==> config.mk <==
export PLATFORM = sky130hd
export DESIGN_NAME = network_time_counter
export DESIGN_NICKNAME = d
export VERILOG_FILES = /design/src/inc/ntc_pkg.sv /design/src/rtl/sec_ns_adder.sv /design/src/rtl/network_time_counter.sv
export SDC_FILE = /design/constraint.sdc
export NUM_CORES = 1
export LEC_CHECK = 0
export ABC_CLOCK_PERIOD_IN_PS = 40200
export BUFFER_PORTS_ARGS = -buffer_cell sky130_fd_sc_hd__buf_2
export CELL_PAD_IN_SITES_DETAIL_PLACEMENT = 1
export CELL_PAD_IN_SITES_GLOBAL_PLACEMENT = 2
export CORE_ASPECT_RATIO = 0.7
export CORE_MARGIN = 5
export CORE_UTILIZATION = 37
export CTS_CLUSTER_DIAMETER = 100
export DETAILED_ROUTE_END_ITERATION = 12
export HOLD_SLACK_MARGIN = 0.12
export PLACE_DENSITY_LB_ADDON = 0.1
export SLEW_MARGIN = 20
export SYNTH_ARGS = -nofsm -noshare
export SYNTH_HDL_FRONTEND = slang
export SYNTH_HIERARCHICAL = 1
export SYNTH_SLANG_ARGS = --single-unit
==> constraint.sdc <==
create_clock -name ref_clk -period 40.2 [get_ports ref_clk]
set_input_delay 8.04 -clock ref_clk [delete_from_list [all_inputs] [get_ports ref_clk]]
set_output_delay 8.04 -clock ref_clk [all_outputs]
set_load 0.02 [all_outputs]
==> src/inc/ntc_pkg.sv <==
/*
 * constants shared by the network time counter: widths, reset values,
 * the one-second limit and the 8 kHz half period.
 * assumes a single reference clock and software-free static inputs.
 */
package ntc_pkg;
	// -----------------------------------------------------------------
	// field widths
	// -----------------------------------------------------------------
	localparam int NS_W = 32;
	localparam int SEC_W = 48;
	localparam int FRAC_W = 20;
	localparam int INC_W = 26;
	localparam int INC_INT_W = 6;
	// -----------------------------------------------------------------
	// values
	// -----------------------------------------------------------------
	localparam logic [NS_W-1:0] NS_PER_SEC = 32'h3B9A_CA00;
	localparam logic [NS_W-1:0] NS_RST = 32'h0000_0000;
	localparam logic [SEC_W-1:0] SEC_RST = 48'h0000_0000_0000;
	localparam logic [FRAC_W-1:0] FRAC_RST = 20'h00000;
	localparam logic [INC_W-1:0] INC_NOMINAL_8NS = 26'h080_0000;
	localparam logic [NS_W-1:0] MAX_STEP_NS = 32'h0000_0040;
	// 8 kHz: 125000 ns period, toggles every 62500 ns of synced time
	localparam logic [NS_W-1:0] HALF_8K_NS = 32'h0000_F424;
	localparam logic [NS_W-1:0] PERIOD_8K_NS = 32'h0001_E848;
endpackage : ntc_pkg

==> src/rtl/sec_ns_adder.sv <==
/*
 * adds a nanoseconds offset to a nanoseconds value and folds
 * the result back under one second, giving the carry into seconds.
 * assumes both inputs are already below one second.
 */
`timescale 1ns/1ps
module sec_ns_adder
	import ntc_pkg::*;
(
	input wire logic [NS_W-1:0] ns_a,
	input wire logic [NS_W-1:0] ns_b,
	output logic [NS_W-1:0] ns_sum,
	output logic carry
);
	logic [NS_W:0] raw;
	always_comb begin
		raw = {1'b0, ns_a} + {1'b0, ns_b};
		if (raw >= {1'b0, NS_PER_SEC}) begin
			ns_sum = NS_W'(raw - {1'b0, NS_PER_SEC});
			carry = 1'b1;
		end else begin
			ns_sum = raw[NS_W-1:0];
			carry = 1'b0;
		end
	end
endmodule : sec_ns_adder

==> src/rtl/network_time_counter.sv <==
/*
 * network time counter: free-running controlled-frequency time with a
 * 20-bit fraction, plus software offsets forming the synchronized time,
 * and an 8 kHz clock derived from the synchronized nanoseconds.
 * assumes the increment and offsets are static inputs from the
 * surrounding configuration logic on the same reference clock.
 */
// Notes on behaviour
// - nanoseconds count 32 bits, wraps at one second
// - 48-bit seconds advance on nanosecond rollover
// - increment unit is 2^-20 nanosecond
// - 20-bit fraction concatenated below nanoseconds
// - everything runs on the one reference clock
// - 26-bit increment: 20 fraction, 6 nanosecond bits
// - increment 800000 hex gives 8 ns per cycle
// - free-running time clears on reset, adds increment
// - per-cycle step at most 64 ns
// - synced nanoseconds equal free time plus offset
// - seconds bump at synced rollover, offset steps them
// - offsets allow arbitrary large time steps
// - 8 kHz output follows synchronized time
// - timestamps take free-running nanoseconds
`timescale 1ns/1ps
module network_time_counter
	import ntc_pkg::*;
(
	input wire logic ref_clk,
	input wire logic rstn,
	input wire logic [INC_W-1:0] increment,
	input wire logic [SEC_W-1:0] sec_offset,
	input wire logic [NS_W-1:0] ns_offset,
	output logic [NS_W-1:0] free_ns,
	output logic [NS_W-1:0] synced_ns,
	output logic [SEC_W-1:0] synced_sec,
	output logic synced_8khz_out
);
	// -----------------------------------------------------------------
	// controlled-frequency time
	// -----------------------------------------------------------------
	logic [FRAC_W-1:0] frac_q;
	logic [NS_W-1:0] free_ns_q;
	logic [SEC_W-1:0] free_sec_q;
	logic [NS_W+FRAC_W:0] acc_sum;
	logic [NS_W-1:0] acc_ns;
	logic [NS_W-1:0] free_ns_d;
	logic free_carry;

	// integer bits of the increment land on nanosecond bits [5:0]
	always_comb begin
		acc_sum = {1'b0, free_ns_q, frac_q} +
			(NS_W+FRAC_W+1)'(increment);
		acc_ns = acc_sum[NS_W+FRAC_W-1:FRAC_W];
	end

	// a step never exceeds 64 ns so one subtraction always suffices
	sec_ns_adder u_free_fold (
		.ns_a(acc_ns),
		.ns_b(NS_RST),
		.ns_sum(free_ns_d),
		.carry(free_carry)
	);

	always_ff @(posedge ref_clk) begin
		if (!rstn) begin
			frac_q <= FRAC_RST;
			free_ns_q <= NS_RST;
		end else begin
			frac_q <= acc_sum[FRAC_W-1:0];
			free_ns_q <= free_ns_d;
		end
	end

	always_ff @(posedge ref_clk) begin
		if (!rstn) begin
			free_sec_q <= SEC_RST;
		end else if (free_carry) begin
			free_sec_q <= free_sec_q + 48'h0000_0000_0001;
		end
	end

	// -----------------------------------------------------------------
	// synchronized time
	// -----------------------------------------------------------------
	logic [NS_W-1:0] sync_ns_d;
	logic sync_carry;
	logic [NS_W-1:0] synced_ns_q;
	logic [SEC_W-1:0] synced_sec_q;
	logic [NS_W-1:0] free_ns_q_out;

	// offset expected below one second; fold covers the sum
	sec_ns_adder u_sync_add (
		.ns_a(free_ns_d),
		.ns_b(ns_offset),
		.ns_sum(sync_ns_d),
		.carry(sync_carry)
	);

	always_ff @(posedge ref_clk) begin
		if (!rstn) begin
			synced_ns_q <= NS_RST;
			synced_sec_q <= SEC_RST;
		end else begin
			synced_ns_q <= sync_ns_d;
			// seconds formed from free seconds, offset, and both carries
			synced_sec_q <= free_sec_q + sec_offset +
				{47'h0, free_carry} + {47'h0, sync_carry};
		end
	end

	// timestamp source: free-running, never the offset-stepped time
	always_ff @(posedge ref_clk) begin
		if (!rstn) begin
			free_ns_q_out <= NS_RST;
		end else begin
			free_ns_q_out <= free_ns_d;
		end
	end

	// -----------------------------------------------------------------
	// 8 kHz clock
	// -----------------------------------------------------------------
	// a level compare on the synced phase, not a cycle divider, so it
	// follows offset steps and never drifts from network time
	function automatic logic phase_high(input logic [NS_W-1:0] ns);
		logic [NS_W-1:0] r;
		r = ns % PERIOD_8K_NS;
		return r >= HALF_8K_NS;
	endfunction : phase_high

	logic clk8_q;
	always_ff @(posedge ref_clk) begin
		if (!rstn) begin
			clk8_q <= 1'b0;
		end else begin
			clk8_q <= phase_high(sync_ns_d);
		end
	end

	assign free_ns = free_ns_q_out;
	assign synced_ns = synced_ns_q;
	assign synced_sec = synced_sec_q;
	assign synced_8khz_out = clk8_q;

	// -----------------------------------------------------------------
	// checks
	// -----------------------------------------------------------------
	a_ns_below_sec: assert property (
		@(posedge ref_clk) disable iff (!rstn)
		synced_ns_q < NS_PER_SEC && free_ns_q < NS_PER_SEC)
		else $error("nanoseconds reached one second");
	a_free_reset_zero: assert property (
		@(posedge ref_clk)
		!rstn |=> free_ns_q == NS_RST && frac_q == FRAC_RST)
		else $error("free time not cleared by reset");
	a_step_matches_inc: assert property (
		@(posedge ref_clk) disable iff (!rstn)
		rstn && $past(rstn) && !$past(free_carry) |->
		{free_ns_q, frac_q} == $past({free_ns_q, frac_q}) +
		52'($past(increment)))
		else $error("accumulator step differs from increment");
	a_nominal_eight_ns: assert property (
		@(posedge ref_clk) disable iff (!rstn)
		increment == INC_NOMINAL_8NS && frac_q == FRAC_RST &&
		free_ns_q < NS_PER_SEC - 32'h0000_0010 |=>
		free_ns_q == $past(free_ns_q) + 32'h0000_0008)
		else $error("nominal increment not 8 ns");
	a_step_max_64: assert property (
		@(posedge ref_clk) disable iff (!rstn)
		!free_carry |-> acc_ns - free_ns_q <= MAX_STEP_NS)
		else $error("step above 64 ns");
	a_sync_is_sum: assert property (
		@(posedge ref_clk) disable iff (!rstn)
		$past(rstn) |-> synced_ns_q ==
		32'((64'(free_ns_q_out) + 64'($past(ns_offset))) %
		64'(NS_PER_SEC)))
		else $error("synced ns not free plus offset");
	// free seconds need some 15 million cycles even at the largest step,
	// so short runs only reach the synced rollover
	a_sec_wrap_carry: assert property (
		@(posedge ref_clk) disable iff (!rstn)
		free_carry |=> free_sec_q == $past(free_sec_q) + 48'h1)
		else $error("seconds missed rollover");
	a_fold_carry: assert property (
		@(posedge ref_clk) disable iff (!rstn)
		sync_carry |-> {1'b0, free_ns_d} + {1'b0, ns_offset} ==
		{1'b0, sync_ns_d} + {1'b0, NS_PER_SEC})
		else $error("carry fold wrong");
	a_stamp_free: assert property (
		@(posedge ref_clk) disable iff (!rstn)
		free_ns == free_ns_q)
		else $error("timestamp source not free time");
	a_clk8_phase: assert property (
		@(posedge ref_clk) disable iff (!rstn)
		$past(rstn) |-> clk8_q == (synced_ns_q % PERIOD_8K_NS >=
		HALF_8K_NS))
		else $error("8 kHz phase wrong");
	a_sec_hold: assert property (
		@(posedge ref_clk) disable iff (!rstn)
		!free_carry |=> free_sec_q == $past(free_sec_q))
		else $error("seconds moved without rollover");
	a_sync_sec_sum: assert property (
		@(posedge ref_clk) disable iff (!rstn)
		$past(rstn) |-> synced_sec_q == free_sec_q +
		$past(sec_offset) + 48'($past(sync_carry)))
		else $error("synced seconds not free plus offset");
	a_stamp_smooth: assert property (
		@(posedge ref_clk) disable iff (!rstn)
		$past(rstn) && !$past(free_carry) |->
		free_ns - $past(free_ns) <= MAX_STEP_NS)
		else $error("timestamp source stepped");
	a_synced_reset_zero: assert property (
		@(posedge ref_clk)
		!rstn |=> synced_ns_q == NS_RST && synced_sec_q == SEC_RST &&
		!clk8_q && free_ns == NS_RST)
		else $error("outputs not cleared by reset");

	// -----------------------------------------------------------------
	// coverage
	// -----------------------------------------------------------------
	c_free_rollover: cover property (@(posedge ref_clk) free_carry);
	c_sync_rollover: cover property (@(posedge ref_clk) sync_carry);
	c_clk8_rise: cover property (@(posedge ref_clk) $rose(clk8_q));
	c_clk8_fall: cover property (@(posedge ref_clk) $fell(clk8_q));
	c_sec_wrap: cover property (@(posedge ref_clk)
		sync_carry && synced_sec_q == {SEC_W{1'b1}});
endmodule : network_time_counter

## Yosys cells after proc, flatten, opt, wreduce, memory -nomap -nowiden

Cells that the tools add are included.

| storage, ports and cells | value |
|---|---|
| memories kept | 0 |
| RAM bits | 0 |
| flip-flop bits (word level) | 181 |
| bits in read-only memories | 0 |
| input bits | 108 |
| output and inout bits | 113 |
| bits in latches | 0 |
| logic and storage cells | 22 |

| operators by class | value |
|---|---|
| divide/modulo/power cells | 1 |
| bitwise logic cells | 0 |
| $lt $le $gt $ge | 3 |
| shifts and indexed selects | 0 |
| multiplexer cells | 4 |
| reductions and logical operators | 0 |
| equality and inequality tests | 0 |
| $add $sub $neg | 8 |
| multiply operators | 0 |

Operators with widths:

| cell | count |
|---|---|
| 48-bit by 1-bit adder with 48-bit output | 2 |
| 32-bit two-way mux | 2 |
| 32-bit by 30-bit subtractor with 32-bit output (second input constant) | 2 |
| 52-bit by 26-bit adder with 52-bit output | 1 |
| 48-bit by 1-bit adder with 48-bit output (second input constant) | 1 |
| 48-bit adder | 1 |
| 32-bit by 32-bit adder with 33-bit output | 1 |
| 33-bit by 30-bit greater-or-equal comparator with 1-bit output (second input constant) | 1 |
| 32-bit by 16-bit greater-or-equal comparator with 1-bit output (second input constant) | 1 |
| 32-bit by 30-bit greater-or-equal comparator with 1-bit output (second input constant) | 1 |
| 32-bit by 17-bit modulo with 32-bit output (second input constant) | 1 |
| 1-bit two-way mux | 2 |

## Logic depth before layout (Yosys ltp)

| depth | value |
|---|---|
| depth in word-level cells | 8 |
| mapped depth | 139 |

## Hierarchy

Netlist, hierarchy kept.

By module, submodules not included:

| module | times used | cells an instance | sequential area each (µm²) | area an instance (µm²) |
|---|---|---|---|---|
| network_time_counter | 1 | 2,270 | 3,623.5 | 18,645.4 |
| sec_ns_adder | 2 | 423 | 0.0 | 2,920.3 |

## Least setup slack after synthesis

No wires, ideal clock.

| timing path | value |
|---|---|
| path kind | input to register |
| start | input port increment[1] |
| end | register clk8_q (netlist: synced_8khz_out) |
| path buffers | 9 |
| data required time | 40.130 ns |
| stages on the path | 127 |
| arrival time | 35.437 ns |
| setup time | 0.070 ns |
| path slack | 4.693 ns |
| cells stage by stage | ha_1 -> a21o_1 -> a21o_1 -> a21o_1 -> a21oi_1 -> o21bai_1 -> a21oi_1 -> o21bai_1 -> a21oi_1 -> o21bai_1 -> a21oi_1 -> o21bai_1 -> a21oi_1 -> o21bai_1 -> a21oi_1 -> o21bai_1 -> a21oi_1 -> o21bai_1 -> [91 not listed] -> xnor2_2 -> or4b_1 -> a41oi_2 -> o211ai_2 -> and4_1 -> a211oi_2 -> nand4_1 -> o31a_1 -> and2_1 -> nand3b_1 -> maj3_1 -> xnor2_1 -> a2111oi_2 -> a21oi_2 -> a311o_1 -> o2111ai_1 -> o2111ai_1 -> a21boi_1 |

| on the way | value |
|---|---|
| cells in the longest elaborated chain, start to end | 8 |
| elaborated cells between the ends (all ways) | 10 |
| those cells by class | add/sub (4); div (1); order compare (3); mux (2) |

RTL lines:

| what | line | source |
|---|---|---|
| start: declaration | network_time_counter.sv:29 | `input wire logic [INC_W-1:0] increment,` |
| 52-bit by 26-bit adder with 52-bit output (*) | network_time_counter.sv:50 | `acc_sum = {1'b0, free_ns_q, frac_q} +` |
| named net acc_sum[35] | network_time_counter.sv:43 | `logic [NS_W+FRAC_W:0] acc_sum;` |
| 32-bit by 30-bit greater-or-equal comparator with 1-bit output (*) | sec_ns_adder.sv:18 | `if (raw >= {1'b0, NS_PER_SEC}) begin` |
| 32-bit two-way mux (*) | sec_ns_adder.sv:18 |  |
| named net free_ns_d[12] | network_time_counter.sv:45 | `logic [NS_W-1:0] free_ns_d;` |
| 32-bit by 32-bit adder with 33-bit output (*) | sec_ns_adder.sv:17 | `raw = {1'b0, ns_a} + {1'b0, ns_b};` |
| 32-bit by 30-bit subtractor with 32-bit output / 33-bit by 30-bit greater-or-equal comparator with 1-bit output (equally long branches) | sec_ns_adder.sv:19, sec_ns_adder.sv:18 |  |
| 32-bit two-way mux (*) | sec_ns_adder.sv:18 |  |
| named net sync_ns_d[18] | network_time_counter.sv:84 | `logic [NS_W-1:0] sync_ns_d;` |
| 32-bit by 17-bit modulo with 32-bit output (*) | network_time_counter.sv:126 | `r = ns % PERIOD_8K_NS;` |
| 32-bit by 16-bit greater-or-equal comparator with 1-bit output (*) | network_time_counter.sv:127 | `return r >= HALF_8K_NS;` |
| end signal: assignment | network_time_counter.sv:135 | `clk8_q <= phase_high(sync_ns_d);` |
| end: declaration | network_time_counter.sv:130 | `logic clk8_q;` |

The timed path passes the listed nets; every way through them passes the cells marked *.
A chain may end at the register's enable or synchronous reset.

## Worst setup path after layout

Same ends and word-level chain as after synthesis.

==> flow_summary.yaml <==
status:
  outcome: "completed"
finish:
  regArea_mm2: 0.003623
  fillers: 8061
  layout-area-overhead-vs-synth_pct: 15.61
  total_area_of_multi_input_combinational_cells_mm2: 0.02050
  design.final.nets: 3706
  drive_above_1_share_pct: 19.47
  stdcell_area_mm2: 0.02831
logic_synthesis:
  yosys_warnings: 6
  netlist_instances: 3116
  ys_top_cells_by_area: "sky130_fd_sc_hd__dfxtp_1, sky130_fd_sc_hd__ha_1, sky130_fd_sc_hd__xnor2_1, sky130_fd_sc_hd__and2_1, sky130_fd_sc_hd__a21oi_1"
  synth_area_mm2: 0.02449
  synth_largest_type_area_fraction_pct: 14.80
  synth-main-ff-cell: "sky130_fd_sc_hd__dfxtp_1"
  yosysSeqAreaShare_pct: 14.80
  synth.distinct_cells: 146
  async_reset_ff_share_pct: 0
  yosys_register_bits: 181
  synth-edff-count: 0
  avgSynthCellArea_um2: 7.858
  yosys.area.top_type: "sky130_fd_sc_hd__dfxtp_1"
grt:
  global_route.overflow_total: 0
  first_global_vias: 25450
  pin_count_of_the_biggest_net_entering_global_routing: 107
  initial_antenna_violation_count: 9
  wire_length_of_the_first_global_routing_pass_um: 144600
  grt.total_usage_pct: 24.61
critical_path:
  crit_arrival_ps: 38920
  timing.critical_path.to_type: "flip-flop"
  rr_worst_depth: 127
  cp_slowest_cell: "sky130_fd_sc_hd__or4_4"
  rr_startpoint: "frac_q[0]"
  timing.setup.critical_path_class: "primary input to flip-flop"
  worstSetupStartpointType: "primary input"
  crit_fanout: 15
  cp_data_required_time_ps: 40640
  cpPeakStageDelay_ps: 550
  critPathMostFrequentCell: "sky130_fd_sc_hd__a21oi_1"
  worst_r2r_endpoint: "synced_8khz_out"
  critPathCapture: "synced_8khz_out"
  crit_start: "increment[1]"
  r2r_slack_ps: 9030
die:
  chipWidth_um: 317.5
  rows: 78
  fp.dieH_um: 225.2
  core_region_area_mm2: 0.06519
  design.die.area_mm2: 0.07150
  initial_utilization_pct: 37.56
  pin_count: 221
sta:
  drv_slew: 0
  fmax_ghz: 0.02599
  timing.hold.ws_ps: 537.5
  finalSetupTns_ps: 0
  worstMarginPinSlew_ps: 986.7
  worst_clk_skew_ps: 16.50
  final.min_clock_period_ps: 38480
  final.period_utilization_pct: 95.72
  hold_viol_final: 0
  setup_viol: 0
  worst_rel_slew_slack_pct: 33.52
run:
  drv.max_cap_violation_count: 0
hold_path:
  min-delay-path-class: "flip-flop to flip-flop"
clock_tree:
  numCtsBuffers: 17
  clk-insertion-delay-late_ps: 510
  htreeDepth: 4
  clockRootBuffer: "sky130_fd_sc_hd__clkbuf_16"
  cts_tree: "built"
  clk_transition_reported_paths_ps: 80
  cts_sinks: 181
  clk_path_buf_depth: 2
detailed_routing:
  drcViolationCount: 0
  detailroute.via_count: 25180
  drt_iter0_drc: 1398
  average_vias_per_placed_instance: 5.852
  detail_route.first_pass.iterations: 5
  drt_wl_total_um: 91980
  ant_nets: 0
  routed_wire_length_per_instance_um: 21.37
place:
  hpwl_um: 75000
  placement.io_buffers: 220
  place_area_mm2: 0.02707
  gp_congestion: 0.9183
synth_stat cells, drive strengths merged, types with 31 or more instances:
master  count
and2      205
and3       51
buf        66
a21oi     198
clkbuf     46
a21o       64
or2        31
nand3      96
nand2     228
nor4       31
xor2       98
nor3       89
o21bai     46
nand4      42
inv        89
mux2i      34
o211ai     55
or3        32
ha        186
o21ai     205
a211oi     61
nor2      194
o21a       49
xnor2     224
dfxtp     181
placed cells by master, fill, tap and decap left out, types with 52 or more instances in the layout:
master,netlist,routed
sky130_fd_sc_hd__nor2_1,186,186
sky130_fd_sc_hd__xor2_1,97,93
sky130_fd_sc_hd__buf_2,34,219
sky130_fd_sc_hd__and2_1,202,202
sky130_fd_sc_hd__buf_4,12,129
sky130_fd_sc_hd__dfxtp_1,181,181
sky130_fd_sc_hd__a21o_1,60,59
sky130_fd_sc_hd__nand2_1,224,223
sky130_fd_sc_hd__o21ai_0,155,149
sky130_fd_sc_hd__nor3_1,85,80
sky130_fd_sc_hd__xnor2_1,217,204
sky130_fd_sc_hd__inv_1,89,89
sky130_fd_sc_hd__a21oi_1,180,176
sky130_fd_sc_hd__nand3_1,95,93
sky130_fd_sc_hd__o211ai_1,52,52
sky130_fd_sc_hd__ha_1,186,181
registers in the layout, summed over array words and instances, names as in the netlist:
register and count:
free_sec_q 48, synced_8khz_out 1, synced_ns 32, free_ns 32, frac_q 20, synced_sec 48
layer usage:
layer  global-route usage, %  wire length, µm
met1                   35.73            46290
met2                   39.06            40310
met3                   3.717             3969
met4                   4.638             1391
met5                       0               11
final cells by class:
type | count | area share [%]
Timing Repair Buffer | 352 | 7.483
Clock inverter | 14 | 0.6011
Multi-Input combinational cell | 2763 | 72.43
Tap cell | 880 | 3.890
Sequential cell | 181 | 12.80
Clock buffer | 18 | 1.551
Antenna cell | 3 | 0.02652
Inverter | 92 | 1.220
how the worst min path moves through the flow:
stage	slack, ps	start	end	cells after the start
floorplan	480	free_sec_q[8]	free_sec_q[8]	2
global placement	500	free_sec_q[32]	free_sec_q[32]	2
detailed placement	530	free_sec_q[32]	free_sec_q[32]	2
CTS	540	free_sec_q[32]	free_sec_q[32]	2
global route	570	free_sec_q[29]	free_sec_q[29]	2
finish	540	free_sec_q[32]	free_sec_q[32]	2
through the flow:
step                cells  utilization (%)  setup slack [ps]
floorplan            3148                -              4693
global placement     4257            41.52             481.5
detailed placement   4257            41.52            -909.1
CTS                  4293            42.53             109.9
global route         4301            43.42            -80.23
finish               4303            43.42              1719
repair_timing:
item | in CTS | in global routing
gates resized for setup | 4 | 101
endpoints found under the hold margin | 0 | 0
buffers inserted | 4 | 7
gates cloned | 0 | 0
pin swaps | 2 | 9
hold buffers | 0 | 0
endpoints found under the setup margin | 1 | 1
critical path, delay by kind of cell:
family | cells | cell delay (ps)
xor gates and xnor gates | 6 | 1130
and+or+nand+nor | 33 | 9110
adders and majority gates | 4 | 1400
AOI/OAI and AO/OA | 69 | 16420
buffers and inverters | 9 | 1710
muxes | 4 | 1050
logic make-up (layout without fill, tap and decap cells):
family                     after synthesis  in the layout  share of synthesized area [%]
muxes                                   46             46                          1.972
xor gates and xnor gates               322            322                          11.76
DFF                                    181            181                          14.80
and+or+nand+nor                       1147           1147                          25.42
adders and majority gates              209            209                          10.65
AOI/OAI and AO/OA                     1006           1006                          31.22
other                                    1             36                        0.01531
buffers and inverters                  204            476                          4.170
Power is left out: the tool's default activity adds up to more than one toggle a clock period on the data nets, which glitch-free logic cannot reach.
